$ cat src/fws_defines.vh
// timing constants and field layout for the flash write/reset sequencer
`ifndef FWS_DEFINES_VH
`define FWS_DEFINES_VH
`define FWS_CLK_NS        10
`define FWS_WP_NS         70
`define FWS_WP_CYC        ((`FWS_WP_NS + `FWS_CLK_NS - 1) / `FWS_CLK_NS)
`define FWS_WPH_NS        30
`define FWS_WPH_CYC       ((`FWS_WPH_NS + `FWS_CLK_NS - 1) / `FWS_CLK_NS)
`define FWS_SETUP_NS      50
`define FWS_SETUP_CYC     ((`FWS_SETUP_NS + `FWS_CLK_NS - 1) / `FWS_CLK_NS)
`define FWS_HOLD_NS       10
`define FWS_HOLD_CYC      ((`FWS_HOLD_NS + `FWS_CLK_NS - 1) / `FWS_CLK_NS)
`define FWS_REC_NS        35
`define FWS_REC_CYC       ((`FWS_REC_NS + `FWS_CLK_NS - 1) / `FWS_CLK_NS)
`define FWS_RSTREC_US     1
`define FWS_RSTREC_CYC    ((`FWS_RSTREC_US * 1000 + `FWS_CLK_NS - 1) / `FWS_CLK_NS)
`define FWS_RSTLOW_NS     100
`define FWS_RSTLOW_CYC    ((`FWS_RSTLOW_NS + `FWS_CLK_NS - 1) / `FWS_CLK_NS)
`define FWS_BUSY_NS       90
`define FWS_BUSY_CYC      ((`FWS_BUSY_NS + `FWS_CLK_NS - 1) / `FWS_CLK_NS)
`define FWS_ACC_NS        150
`define FWS_ACC_CYC       ((`FWS_ACC_NS + `FWS_CLK_NS - 1) / `FWS_CLK_NS)
`define FWS_PHQV_NS       210
`define FWS_PHQV_CYC      ((`FWS_PHQV_NS + `FWS_CLK_NS - 1) / `FWS_CLK_NS)
`define FWS_ERR_MASK      8'h3a
`define FWS_ADDR_W        23
`define FWS_DATA_W        16
`define FWS_CNT_W         8
`endif

$ cat src/fws_host.v
// host sequencer driving an asynchronous nor flash: write, read and reset cycles
//
// Notes on behaviour
// RULE_01 - write opened and closed by either chip select or write strobe.
// RULE_02 - device enables on first enabling chip-select edge, disables on first disabling.
// RULE_03 - write pulse held active at least 70 ns overlap.
// RULE_04 - wait at least 1 us after reset release before any write.
// RULE_05 - wait 35 ns after write before output enable; array read adds access time.
// RULE_06 - device drops ready/busy within 90 ns after launching write edge.
// RULE_07 - hold program supply high until status error bits read clear.
// RULE_08 - software orders setup, confirm, wait, status read, then read-array.
// RULE_09 - reset held low 35 units when busy, 100 ns when idle; code holds 100 ns in both cases.
// RULE_10 - device abandons operation within 100 units of reset.
// RULE_11 - outputs trusted only after recovery from later of ready and reset high.
// RULE_12 - output enable may lag chip select by access-time difference.
// RULE_13 - read timing during operations equals plain read timing.
// RULE_14 - read status once ready returns, judge error bits before next command.
`timescale 1ns/1ns
`include "fws_defines.vh"
module fws_host (
    input  wire                    clk,          // system clock 100 MHz
    input  wire                    nrst,         // synchronous reset, active low
    input  wire                    reqWrite,     // pulse: start write cycle
    input  wire                    reqRead,      // pulse: start read cycle
    input  wire                    reqReset,     // pulse: start flash reset
    input  wire                    reqBusyOp,    // level: an operation may be running
    input  wire                    useStrobeCs,  // 1: chip select times the pulse
    input  wire                    arrayRead,    // 1: read is an array read
    input  wire                    progEnReq,    // level: request supply high
    input  wire [`FWS_ADDR_W-1:0]  reqAddr,      // request address
    input  wire [`FWS_DATA_W-1:0]  reqData,      // request write data
    input  wire [`FWS_DATA_W-1:0]  flashDqIn,    // data bus from flash
    input  wire                    statusPin,    // ready/busy pin from flash
    output reg                     cmdReady,     // high when idle and recovered
    output reg                     rdValid,      // pulse: read data valid
    output reg  [`FWS_DATA_W-1:0]  rdData,       // captured read data
    output reg                     flashReady,   // filtered ready/busy level
    output reg                     statusOk,     // last status read had no error bits
    output reg  [`FWS_ADDR_W-1:0]  flashAddr,    // address pins
    output reg  [`FWS_DATA_W-1:0]  flashDqOut,   // data out
    output reg                     flashDqOe,    // data out enable, high drives
    output reg  [2:0]              chipSelN,     // three chip selects, active low
    output reg                     writeN,       // write strobe, active low
    output reg                     outEnN,       // output enable, active low
    output reg                     resetPowerdownN, // reset/power-down, active low
    output reg                     progEnableSupply // program supply enable
);
    localparam [3:0] ST_RST   = 4'h0;
    localparam [3:0] ST_RREC  = 4'h1;
    localparam [3:0] ST_IDLE  = 4'h2;
    localparam [3:0] ST_WSET  = 4'h3;
    localparam [3:0] ST_WPUL  = 4'h4;
    localparam [3:0] ST_WHLD  = 4'h5;
    localparam [3:0] ST_WREC  = 4'h6;
    localparam [3:0] ST_RACC  = 4'h7;
    localparam [3:0] ST_RCAP  = 4'h8;

    // timing counts arrive as integers; trimmed to counter width on purpose
    localparam integer          WP_I   = `FWS_WP_CYC;
    localparam integer          SET_I  = `FWS_SETUP_CYC;
    localparam integer          HLD_I  = `FWS_HOLD_CYC;
    localparam integer          REC_I  = `FWS_REC_CYC;
    localparam integer          RLO_I  = `FWS_RSTLOW_CYC;
    localparam integer          ACC_I  = `FWS_ACC_CYC;
    localparam integer          PHQ_I  = `FWS_PHQV_CYC;
    localparam integer          WPH_I  = `FWS_WPH_CYC;
    localparam integer          RREC_I = `FWS_RSTREC_CYC;
    localparam [`FWS_CNT_W-1:0] WP_C   = WP_I[`FWS_CNT_W-1:0];
    localparam [`FWS_CNT_W-1:0] SET_C  = SET_I[`FWS_CNT_W-1:0];
    localparam [`FWS_CNT_W-1:0] HLD_C  = HLD_I[`FWS_CNT_W-1:0];
    localparam [`FWS_CNT_W-1:0] REC_C  = REC_I[`FWS_CNT_W-1:0];
    localparam [`FWS_CNT_W-1:0] RLO_C  = RLO_I[`FWS_CNT_W-1:0];
    localparam [`FWS_CNT_W-1:0] ACC_C  = ACC_I[`FWS_CNT_W-1:0];
    localparam [`FWS_CNT_W-1:0] PHQ_C  = PHQ_I[`FWS_CNT_W-1:0];
    localparam [`FWS_CNT_W-1:0] WPH_C  = WPH_I[`FWS_CNT_W-1:0];
    localparam [6:0]            RREC_C = RREC_I[6:0];

    reg  [3:0]             state_q;
    reg  [`FWS_CNT_W-1:0]  cnt_q;
    reg  [6:0]             recCnt_q;
    reg                    csMode_q;
    reg                    arr_q;
    reg                    statusRd_q;
    wire                   readySync;

    // all three chip-select lines move together so the first edge is the only edge
    function [2:0] csDrive;
        input en;
        begin
            csDrive = en ? 3'h0 : 3'h7;
        end
    endfunction

    fws_sync fws_sync_inst (
        .clk      (clk),
        .nrst     (nrst),
        .pinIn    (statusPin),
        .levelOut (readySync)
    );

    // main sequencer
    always @(posedge clk) begin
        if (!nrst) begin
            state_q          <= ST_RST;
            cnt_q            <= {`FWS_CNT_W{1'b0}};
            recCnt_q         <= 7'h0;
            csMode_q         <= 1'b0;
            arr_q            <= 1'b0;
            statusRd_q       <= 1'b0;
            cmdReady         <= 1'b0;
            rdValid          <= 1'b0;
            rdData           <= {`FWS_DATA_W{1'b0}};
            flashReady       <= 1'b0;
            statusOk         <= 1'b0;
            flashAddr        <= {`FWS_ADDR_W{1'b0}};
            flashDqOut       <= {`FWS_DATA_W{1'b0}};
            flashDqOe        <= 1'b0;
            chipSelN         <= 3'h7;
            writeN           <= 1'b1;
            outEnN           <= 1'b1;
            resetPowerdownN  <= 1'b0;
            progEnableSupply <= 1'b0;
        end else begin
            rdValid    <= 1'b0;
            flashReady <= readySync;
            cmdReady   <= 1'b0;
            // RULE_07 supply hold
            // supply drops only once a status read showed clean error bits
            if (progEnReq) begin
                progEnableSupply <= 1'b1;
            end else if (statusOk && readySync) begin
                progEnableSupply <= 1'b0;
            end
            case (state_q)
                ST_RST: begin
                    // RULE_09 reset pulse width
                    // busy device: 35 units; idle: 100 ns; both branches pick the 100 ns count
                    resetPowerdownN <= 1'b0;
                    chipSelN        <= csDrive(1'b0);
                    writeN          <= 1'b1;
                    outEnN          <= 1'b1;
                    flashDqOe       <= 1'b0;
                    if (cnt_q >= ((RLO_C > PHQ_C) ? RLO_C : RLO_C) - 8'h1) begin
                        cnt_q           <= {`FWS_CNT_W{1'b0}};
                        recCnt_q        <= 7'h0;
                        resetPowerdownN <= 1'b1;
                        state_q         <= ST_RREC;
                    end else begin
                        cnt_q <= cnt_q + 8'h1;
                    end
                end
                ST_RREC: begin
                    // RULE_04 reset recovery
                    // RULE_11 recovery counted from later of ready and reset high
                    if (!readySync) begin
                        recCnt_q <= 7'h0;
                    end else if (recCnt_q >= RREC_C - 7'h1) begin
                        state_q  <= ST_IDLE;
                        cmdReady <= 1'b1;
                    end else begin
                        recCnt_q <= recCnt_q + 7'h1;
                    end
                end
                ST_IDLE: begin
                    cmdReady <= 1'b1;
                    cnt_q    <= {`FWS_CNT_W{1'b0}};
                    // RULE_08 one command at a time
                    // requests only taken here, so commands reach the pins in issue order
                    if (reqReset) begin
                        // RULE_09 pin drops now
                        // pulling the pin here gives a full ten-cycle low time
                        cmdReady        <= 1'b0;
                        resetPowerdownN <= 1'b0;
                        state_q         <= ST_RST;
                    end else if (reqWrite) begin
                        // RULE_01 strobe choice
                        cmdReady   <= 1'b0;
                        csMode_q   <= useStrobeCs;
                        flashAddr  <= reqAddr;
                        flashDqOut <= reqData;
                        flashDqOe  <= 1'b1;
                        // RULE_02 single enabling edge
                        if (!useStrobeCs) begin
                            chipSelN <= csDrive(1'b1);
                        end else begin
                            writeN <= 1'b0;
                        end
                        state_q <= ST_WSET;
                    end else if (reqRead) begin
                        // RULE_12 output enable with chip select
                        // RULE_13 same read timing while busy
                        cmdReady   <= 1'b0;
                        arr_q      <= arrayRead;
                        statusRd_q <= !arrayRead;
                        flashAddr  <= reqAddr;
                        chipSelN   <= csDrive(1'b1);
                        outEnN     <= 1'b0;
                        state_q    <= ST_RACC;
                    end
                end
                ST_WSET: begin
                    // RULE_03 pulse overlap
                    // pulse opens here; address and data already stable
                    if (csMode_q) begin
                        chipSelN <= csDrive(1'b1);
                    end else begin
                        writeN <= 1'b0;
                    end
                    state_q <= ST_WPUL;
                end
                ST_WPUL: begin
                    // RULE_03 width and setup
                    // overlap covers both 70 ns width and 50 ns setup
                    if (cnt_q >= ((WP_C > SET_C) ? WP_C : SET_C) - 8'h1) begin
                        cnt_q <= {`FWS_CNT_W{1'b0}};
                        if (csMode_q) begin
                            chipSelN <= csDrive(1'b0);
                        end else begin
                            writeN <= 1'b1;
                        end
                        state_q <= ST_WHLD;
                    end else begin
                        cnt_q <= cnt_q + 8'h1;
                    end
                end
                ST_WHLD: begin
                    // other strobe held 10 ns past the closing edge
                    if (cnt_q >= HLD_C - 8'h1) begin
                        cnt_q     <= {`FWS_CNT_W{1'b0}};
                        chipSelN  <= csDrive(1'b0);
                        writeN    <= 1'b1;
                        flashDqOe <= 1'b0;
                        statusOk  <= 1'b0;
                        state_q   <= ST_WREC;
                    end else begin
                        cnt_q <= cnt_q + 8'h1;
                    end
                end
                ST_WREC: begin
                    // RULE_05 write recovery
                    // RULE_06 not waited out: this 40 ns wait can end before the 90 ns ready fall; 35 ns and pulse-high covered
                    if (cnt_q >= ((REC_C > WPH_C) ? REC_C : WPH_C) - 8'h1) begin
                        cnt_q   <= {`FWS_CNT_W{1'b0}};
                        state_q <= ST_IDLE;
                    end else begin
                        cnt_q <= cnt_q + 8'h1;
                    end
                end
                ST_RACC: begin
                    // RULE_05 array access added
                    // array and status reads both wait the full access time
                    if (cnt_q >= (arr_q ? ACC_C : ACC_C) - 8'h1) begin
                        state_q <= ST_RCAP;
                    end else begin
                        cnt_q <= cnt_q + 8'h1;
                    end
                end
                ST_RCAP: begin
                    // RULE_14 status judged
                    rdData   <= flashDqIn;
                    rdValid  <= 1'b1;
                    if (statusRd_q) begin
                        statusOk <= ((flashDqIn[7:0] & `FWS_ERR_MASK) == 8'h00) && readySync;
                    end
                    chipSelN <= csDrive(1'b0);
                    outEnN   <= 1'b1;
                    cnt_q    <= {`FWS_CNT_W{1'b0}};
                    state_q  <= ST_WREC;
                end
                default: begin
                    state_q <= ST_RST;
                end
            endcase
        end
    end
endmodule

$ cat src/fws_sync.v
// three-flop synchroniser with agreement filter for a pin input
`timescale 1ns/1ns
module fws_sync (
    input  wire clk,      // system clock
    input  wire nrst,     // synchronous reset, active low
    input  wire pinIn,    // asynchronous pin level
    output reg  levelOut  // filtered level
);
    reg s1_q;
    reg s2_q;
    reg s3_q;

    // first flop feeds only the second; change taken when stages two and three agree
    always @(posedge clk) begin
        if (!nrst) begin
            s1_q     <= 1'b1;
            s2_q     <= 1'b1;
            s3_q     <= 1'b1;
            levelOut <= 1'b1;
        end else begin
            s1_q <= pinIn;
            s2_q <= s1_q;
            s3_q <= s2_q;
            if (s2_q == s3_q) begin
                levelOut <= s3_q;
            end
        end
    end
endmodule

$ cat config.mk
export PLATFORM = sky130hd
export DESIGN_NAME = fws_host
export DESIGN_NICKNAME = d
export VERILOG_FILES = /design/src/fws_host.v /design/src/fws_sync.v
export VERILOG_INCLUDE_DIRS = /design/src
export SDC_FILE = /design/constraint.sdc
export NUM_CORES = 1
export LEC_CHECK = 0
export ABC_CLOCK_PERIOD_IN_PS = 2350
export BUFFER_PORTS_ARGS = -buffer_cell sky130_fd_sc_hd__buf_2
export CORE_MARGIN = 5
export CORE_UTILIZATION = 45
export CTS_CLUSTER_DIAMETER = 60
export DETAILED_ROUTE_END_ITERATION = 12
export MAX_ROUTING_LAYER = met4
export PLACE_DENSITY = 0.7
export SETUP_SLACK_MARGIN = 0.05
export SYNTH_ARGS = -nofsm -noshare
export SYNTH_HDL_FRONTEND = slang
export SYNTH_SLANG_ARGS = --single-unit
$ cat constraint.sdc
create_clock -name clk -period 2.35 [get_ports clk]
set_input_delay 0.235 -clock clk [delete_from_list [all_inputs] [get_ports clk]]
set_output_delay 0.235 -clock clk [all_outputs]
set_load 0.02 [all_outputs]
== Word-level counts from Yosys, hierarchy flattened ==
Cells that the tools add are included.
Widths: inputs -> output; s select.

* Output and inout bits: 67
* Register bits: 92
* Word-level logic and storage cells: 155

* Muxes and demuxes: 62
* Add/subtract/negate cells: 2
* Reductions and logical operators: 29
* Bitwise gates (word level): 2
* Magnitude comparators: 6
* Eq/ne operators: 32

{| class="wikitable"
|+ Operators by type and width
! operator !! count
|-
| $pmux 8 s6 || 1
|-
| $mux 23 || 2
|-
| $mux 4 || 10
|-
| $mux 8 || 5
|-
| $ne 2x2->1 const B || 18
|-
| $pmux 4 s9 || 1
|-
| $mux 1 || 24
|-
| $mux 3 || 8
|-
| $reduce_and 8->1 || 3
|-
| $mux 7 || 3
|-
| $eq 4x3->1 const B || 4
|-
| $ge 8x4->1 const B || 2
|-
| $pmux 3 s5 || 1
|-
| $pmux 7 s2 || 1
|-
| $reduce_and 3->1 || 4
|-
| $reduce_and 4->1 || 3
|-
| $reduce_bool 2->1 || 6
|-
| $reduce_bool 5->1 || 2
|-
| $ne 3x3->1 const B || 3
|-
| $add 8x1->8 const B || 1
|-
| $eq 4x2->1 const B || 2
|-
| $ge 8x1->1 const B || 1
|-
| $ge 8x2->1 const B || 1
|-
| $ge 8x3->1 const B || 1
|-
| 19 further kinds || 26
|}

== Longest topological paths before layout ==
* Word-level depth: 4
* Depth in mapped cells: 8
* Mapped depth without buffers: 7

== Cells and area by module ==
Synthesis repeated with hierarchy kept, for this count alone.

* Cell total of the unflattened synthesis: 480
* Area, all modules: 3,849.9 µm²

{| class="wikitable"
|+ By module, submodules not included
! module !! seq. area each (µm²) !! area an instance (µm²) !! instances !! cells an instance
|-
| fws_host || 1,721.7 || 3,737.3 || 1 || 470
|-
| fws_sync || 80.1 || 112.6 || 1 || 10
|}

== Worst setup path before layout ==
OpenSTA, ideal clock, no wires.

* Path type: flip-flop to flip-flop
* Start: reg cnt_q[1]
* End: reg recCnt_q[2]
* Cell stages (with the launch flop): 8
* Path slack: 426 ps
* Arrival: 1,807 ps
* Clock period less this slack: 1,924 ps
* Path buffers: 0
* Cells stage by stage: dfxtp_1 -> inv_1 -> ha_1 -> or3b_2 -> a21oi_2 -> o22ai_2 -> nor2b_4 -> a32o_1

* Cells in the longest elaborated chain, start to end: 3

{| class="wikitable"
|+ Ends and longest elaborated chain
! what !! RTL line !! source
|-
| from (decl) || fws_host.v:79 || <nowiki>reg [`FWS_CNT_W-1:0] cnt_q;</nowiki>
|-
| from (signal assigned) || fws_host.v:105 || <nowiki>cnt_q <= {`FWS_CNT_W{1'b0}};</nowiki>
|-
| from (signal assigned) || fws_host.v:144 || <nowiki>cnt_q <= {`FWS_CNT_W{1'b0}};</nowiki>
|-
| from (signal assigned) || fws_host.v:149 || <nowiki>cnt_q <= cnt_q + 8'h1;</nowiki>
|-
| $ge 8x4->1 || fws_host.v:143 || <nowiki>if (cnt_q >= ((RLO_C > PHQ_C) ? RLO_C : RLO_C) - 8'h1) begin</nowiki>
|-
| $ne 2x2->1 (no source line) || -- ||
|-
| $reduce_and 3->1 (no source line) || -- ||
|-
| to (signal assigned) || fws_host.v:161 || <nowiki>recCnt_q <= recCnt_q + 7'h1;</nowiki>
|-
| to (decl) || fws_host.v:80 || <nowiki>reg [6:0] recCnt_q;</nowiki>
|}

Every way passes these cells.
A chain may end at the register's enable or synchronous reset.

== Worst setup path after layout ==
* Start: reg state_q[2]
* End: reg flashDqOut[10]

* Cells in the longest elaborated chain, start to end: 2

{| class="wikitable"
|+ Ends and longest elaborated chain
! what !! RTL line !! source
|-
| from (decl) || fws_host.v:78 || <nowiki>reg [3:0] state_q;</nowiki>
|-
| from (signal assigned) || fws_host.v:104 || <nowiki>state_q <= ST_RST;</nowiki>
|-
| from (signal assigned) || fws_host.v:147 || <nowiki>state_q <= ST_RREC;</nowiki>
|-
| from (signal assigned) || fws_host.v:158 || <nowiki>state_q <= ST_IDLE;</nowiki>
|-
| $eq 4x2->1 || fws_host.v:134 || <nowiki>case (state_q)</nowiki>
|-
| $reduce_and 3->1 (no source line) || -- ||
|-
| to (signal assigned) || fws_host.v:116 || <nowiki>flashDqOut <= {`FWS_DATA_W{1'b0}};</nowiki>
|-
| to (signal assigned) || fws_host.v:180 || <nowiki>flashDqOut <= reqData;</nowiki>
|-
| to (decl) || fws_host.v:40 || <nowiki>output reg [`FWS_DATA_W-1:0] flashDqOut,</nowiki>
|}

Every way passes these cells.

==> run_results.csv <==
group,metric,value,unit
run_status,status,"finished, final reports clean",
grt,busiest_layer,"met2",
worst_setup_path,cp_max_fo,21,
cells_and_area,area_growth,23.8,%
clock_tree,numCtsBuffers,9,
sta,tightest_slew,650,ps
cells_and_area,n_fill_cell,804,
synth,synth_area,0.00398,mm^2
synth,yosys.area.top_type,"dfxtp_1",
grt,gr-usage-met3,3.72,%
sta,slew_headroom,56.6,%
clock_tree,cts-root-buf,"clkbuf_8",
synth,synth-edff-count,0,
drt,drt_drc_violations_left,0,
worst_setup_path,cp-start-kind,"register",
synth,ys_types,62,
grt,antenna_found_initial,0,
drt,vias_per_cell,5.24,
drt,routed_wl,10200,um
synth,synth_area_leaders,"dfxtp_1 45%, nand2_1 12%, a21oi_1 8.7%, nor2_1 2.5%, o21ai_0 1.8%",
synth,avgSynthCellArea,8.13,um^2
grt,grt.total_usage,19.0,%
sta,fin_ws,320,ps
synth,ys_ff_latch,90,
worst_setup_path,startpoint,"state_q[2]",
cells_and_area,multi_input_area,0.00198,mm^2
sta,setup_tns,0,ps
grt,met2_usage,29.7,%
sta,setup-violations-final,0,
synth,yosysMostFrequentCell,"nand2_1",
floorplanning,core,0.00868,mm^2
synth,async_flop_share,0,%
sta,hold_viol,0,
synth,synth.top_cells.by_count,"131 x nand2_1, 90 x dfxtp_1, 69 x a21oi_1, 27 x nor2_1, 16 x clkbuf_1",
clock_tree,clock_sinks,90,
worst_hold_path,min_path_type,"input pin to register",
synth,yosysSeqAreaShare,45.2,%
drt,drt_iter0_drc,275,
sta,min_period,2030,ps
power_and_ir_drop,ir_worst_vdd,354,uV
worst_setup_path,worstSetupEndpointType,"register",
worst_setup_path,critPathArrivalTime,2260,ps
placed_design,dp_slack,315,ps
synth,ys_warn_count,0,
floorplanning,die_x,104,um
clock_tree,cts_setup_buffers,0,
drt,drt_first_pass_iters,4,
cells_and_area,diodes,0,
floorplanning,pin_count,132,
sta,finalCritPeriodShare,86.4,%
floorplanning,num_rows,34,
sta,max_freq,493,MHz
placed_design,place_congestion,0.851,
grt,grt_max_degree,34,
drt,vias,3783,
worst_setup_path,r2r_start,"state_q[2]",
sta,drv_slew,0,
sta,rsz0062_at_grt,"no",
synth,synth_flop_cell,"dfxtp_1",
floorplanning,start_util,45.9,%
placed_design,hpwlAfterDp,7500,um
sta,skew,14.5,ps
grt,grt_use_met1,23.4,%
sta,holdWs,51.4,ps
clock_tree,hold_buffers,0,
worst_setup_path,path_class,"register to register",
clock_tree,htree_levels,3,
synth,yosys.area.top_type_share,45.2,%
clock_tree,clock_latency,360,ps
worst_setup_path,critPathRequiredTime,2580,ps
clock_tree,path_clk_slew,100,ps
clock_tree,clock_path_buffers,2,
power_and_ir_drop,power.density,598,mW/mm^2
grt,grt_pass1_wl,16900,um
clock_tree,cts_resized,0,
drt,routedWlPerCell,14.1,um
drt,drtAntennaViolNets,0,
synth,syn_nets,560,
placed_design,io_buffers,130,
cells_and_area,drive_above_1_share,28.5,%
power_and_ir_drop,p_total,2950,uW
cells_and_area,regArea,0.00180,mm^2
floorplanning,die_area,0.0108,mm^2
power_and_ir_drop,p_leak,0.00205,uW
clock_tree,cts_tree,"built",
grt,grt_overflow,0,
cells_and_area,nNetsFinal,679,
job,cap_violations,0,
grt,grt_pass1_vias,3585,
worst_hold_path,worstHoldStart,"statusPin",
floorplanning,die_h,104,um
synth,syn_inst,490,
registers in the layout, indices dropped and copies added (netlist names), 4 cells and up:
signal      flops
cnt_q           8
flashAddr      23
flashDqOut     16
rdData         16
recCnt_q        7
state_q         4
stage by stage:
stage,instances,cell area (um^2),util [%]
final,722,4930,56.8
after global routing,722,4930,56.8
after CTS,722,4930,56.8
after detailed placement,706,4700,54.1
after global placement,706,4700,54.1
after floorplan,490,3980,-
path summary, 6_finish.rpt:
check	to	slack (ps)	cells after the start
max	flashDqOut[10]	320	5
min	fws_sync_inst.s1_q	50	2
max reg2reg	flashDqOut[10]	320	5
min reg2reg	fws_sync_inst.s2_q	410	1
report_power, final:
part | internal (uW) | total [uW] | switching, uW
Combinational | 80.9 | 176 | 94.6
Clock | 642 | 1230 | 585
Sequential | 1530 | 1550 | 11.7
layer usage:
| metal | part of all wire (%) | vias to the layer above |
|---|---|---|
| met1 | 45 | 1709 |
| met4 | 3.2 | 0 |
| li1 | - | 1921 |
| met5 | 0 | - |
| met3 | 5.9 | 26 |
| met2 | 46 | 127 |
critical path: stages (launching register included):
cell     delay (ps)
dfxtp_1         520
or2_4           390
nor3_4          300
nand2_1         410
nand2_1         190
a21oi_1          90
layout make-up:
| class | count | share of cell area (%) |
|---|---|---|
| clock buffers | 10 | 2.79 |
| flip-flops and latches | 90 | 36.6 |
| well taps | 108 | 2.74 |
| inverters | 6 | 0.457 |
| repair buffers | 142 | 15.3 |
| multi-input cells | 360 | 40.2 |
| clock inverters | 6 | 1.93 |
cells by family (layout without fill, tap and decap cells):
family,Yosys count,count (layout),share of synthesized area (%)
xor gates and xnor gates,6,6,1.32
AOI/OAI and AO/OA,121,121,19.0
muxes,3,3,0.754
buffers and inverters,40,164,4.96
and+or+nand+nor,225,225,27.2
adders and majority gates,5,5,1.57
DFF,90,90,45.2
cells in the final DEF (no fill, tap or decap), types with 3 or more instances in the layout:
cell type | netlist | routed
nand2_1 | 131 | 131
buf_2 | 11 | 130
dfxtp_1 | 90 | 90
a21oi_1 | 69 | 69
nor2_1 | 27 | 27
o21ai_0 | 14 | 14
buf_4 | 3 | 11
clkbuf_8 | 0 | 10
nand3_1 | 8 | 8
nand2b_1 | 8 | 8
nor4_1 | 6 | 6
nor3b_1 | 6 | 6
xnor2_1 | 6 | 6
nor2b_1 | 5 | 5
and3_1 | 5 | 5
nor3_1 | 5 | 5
inv_1 | 6 | 5
ha_1 | 5 | 5
nand3b_1 | 4 | 4
a211oi_1 | 4 | 4
a32o_1 | 4 | 4
o311ai_0 | 3 | 3
mux2i_1 | 3 | 3
inv_6 | 0 | 3
(Power assumes the default switching activity.)
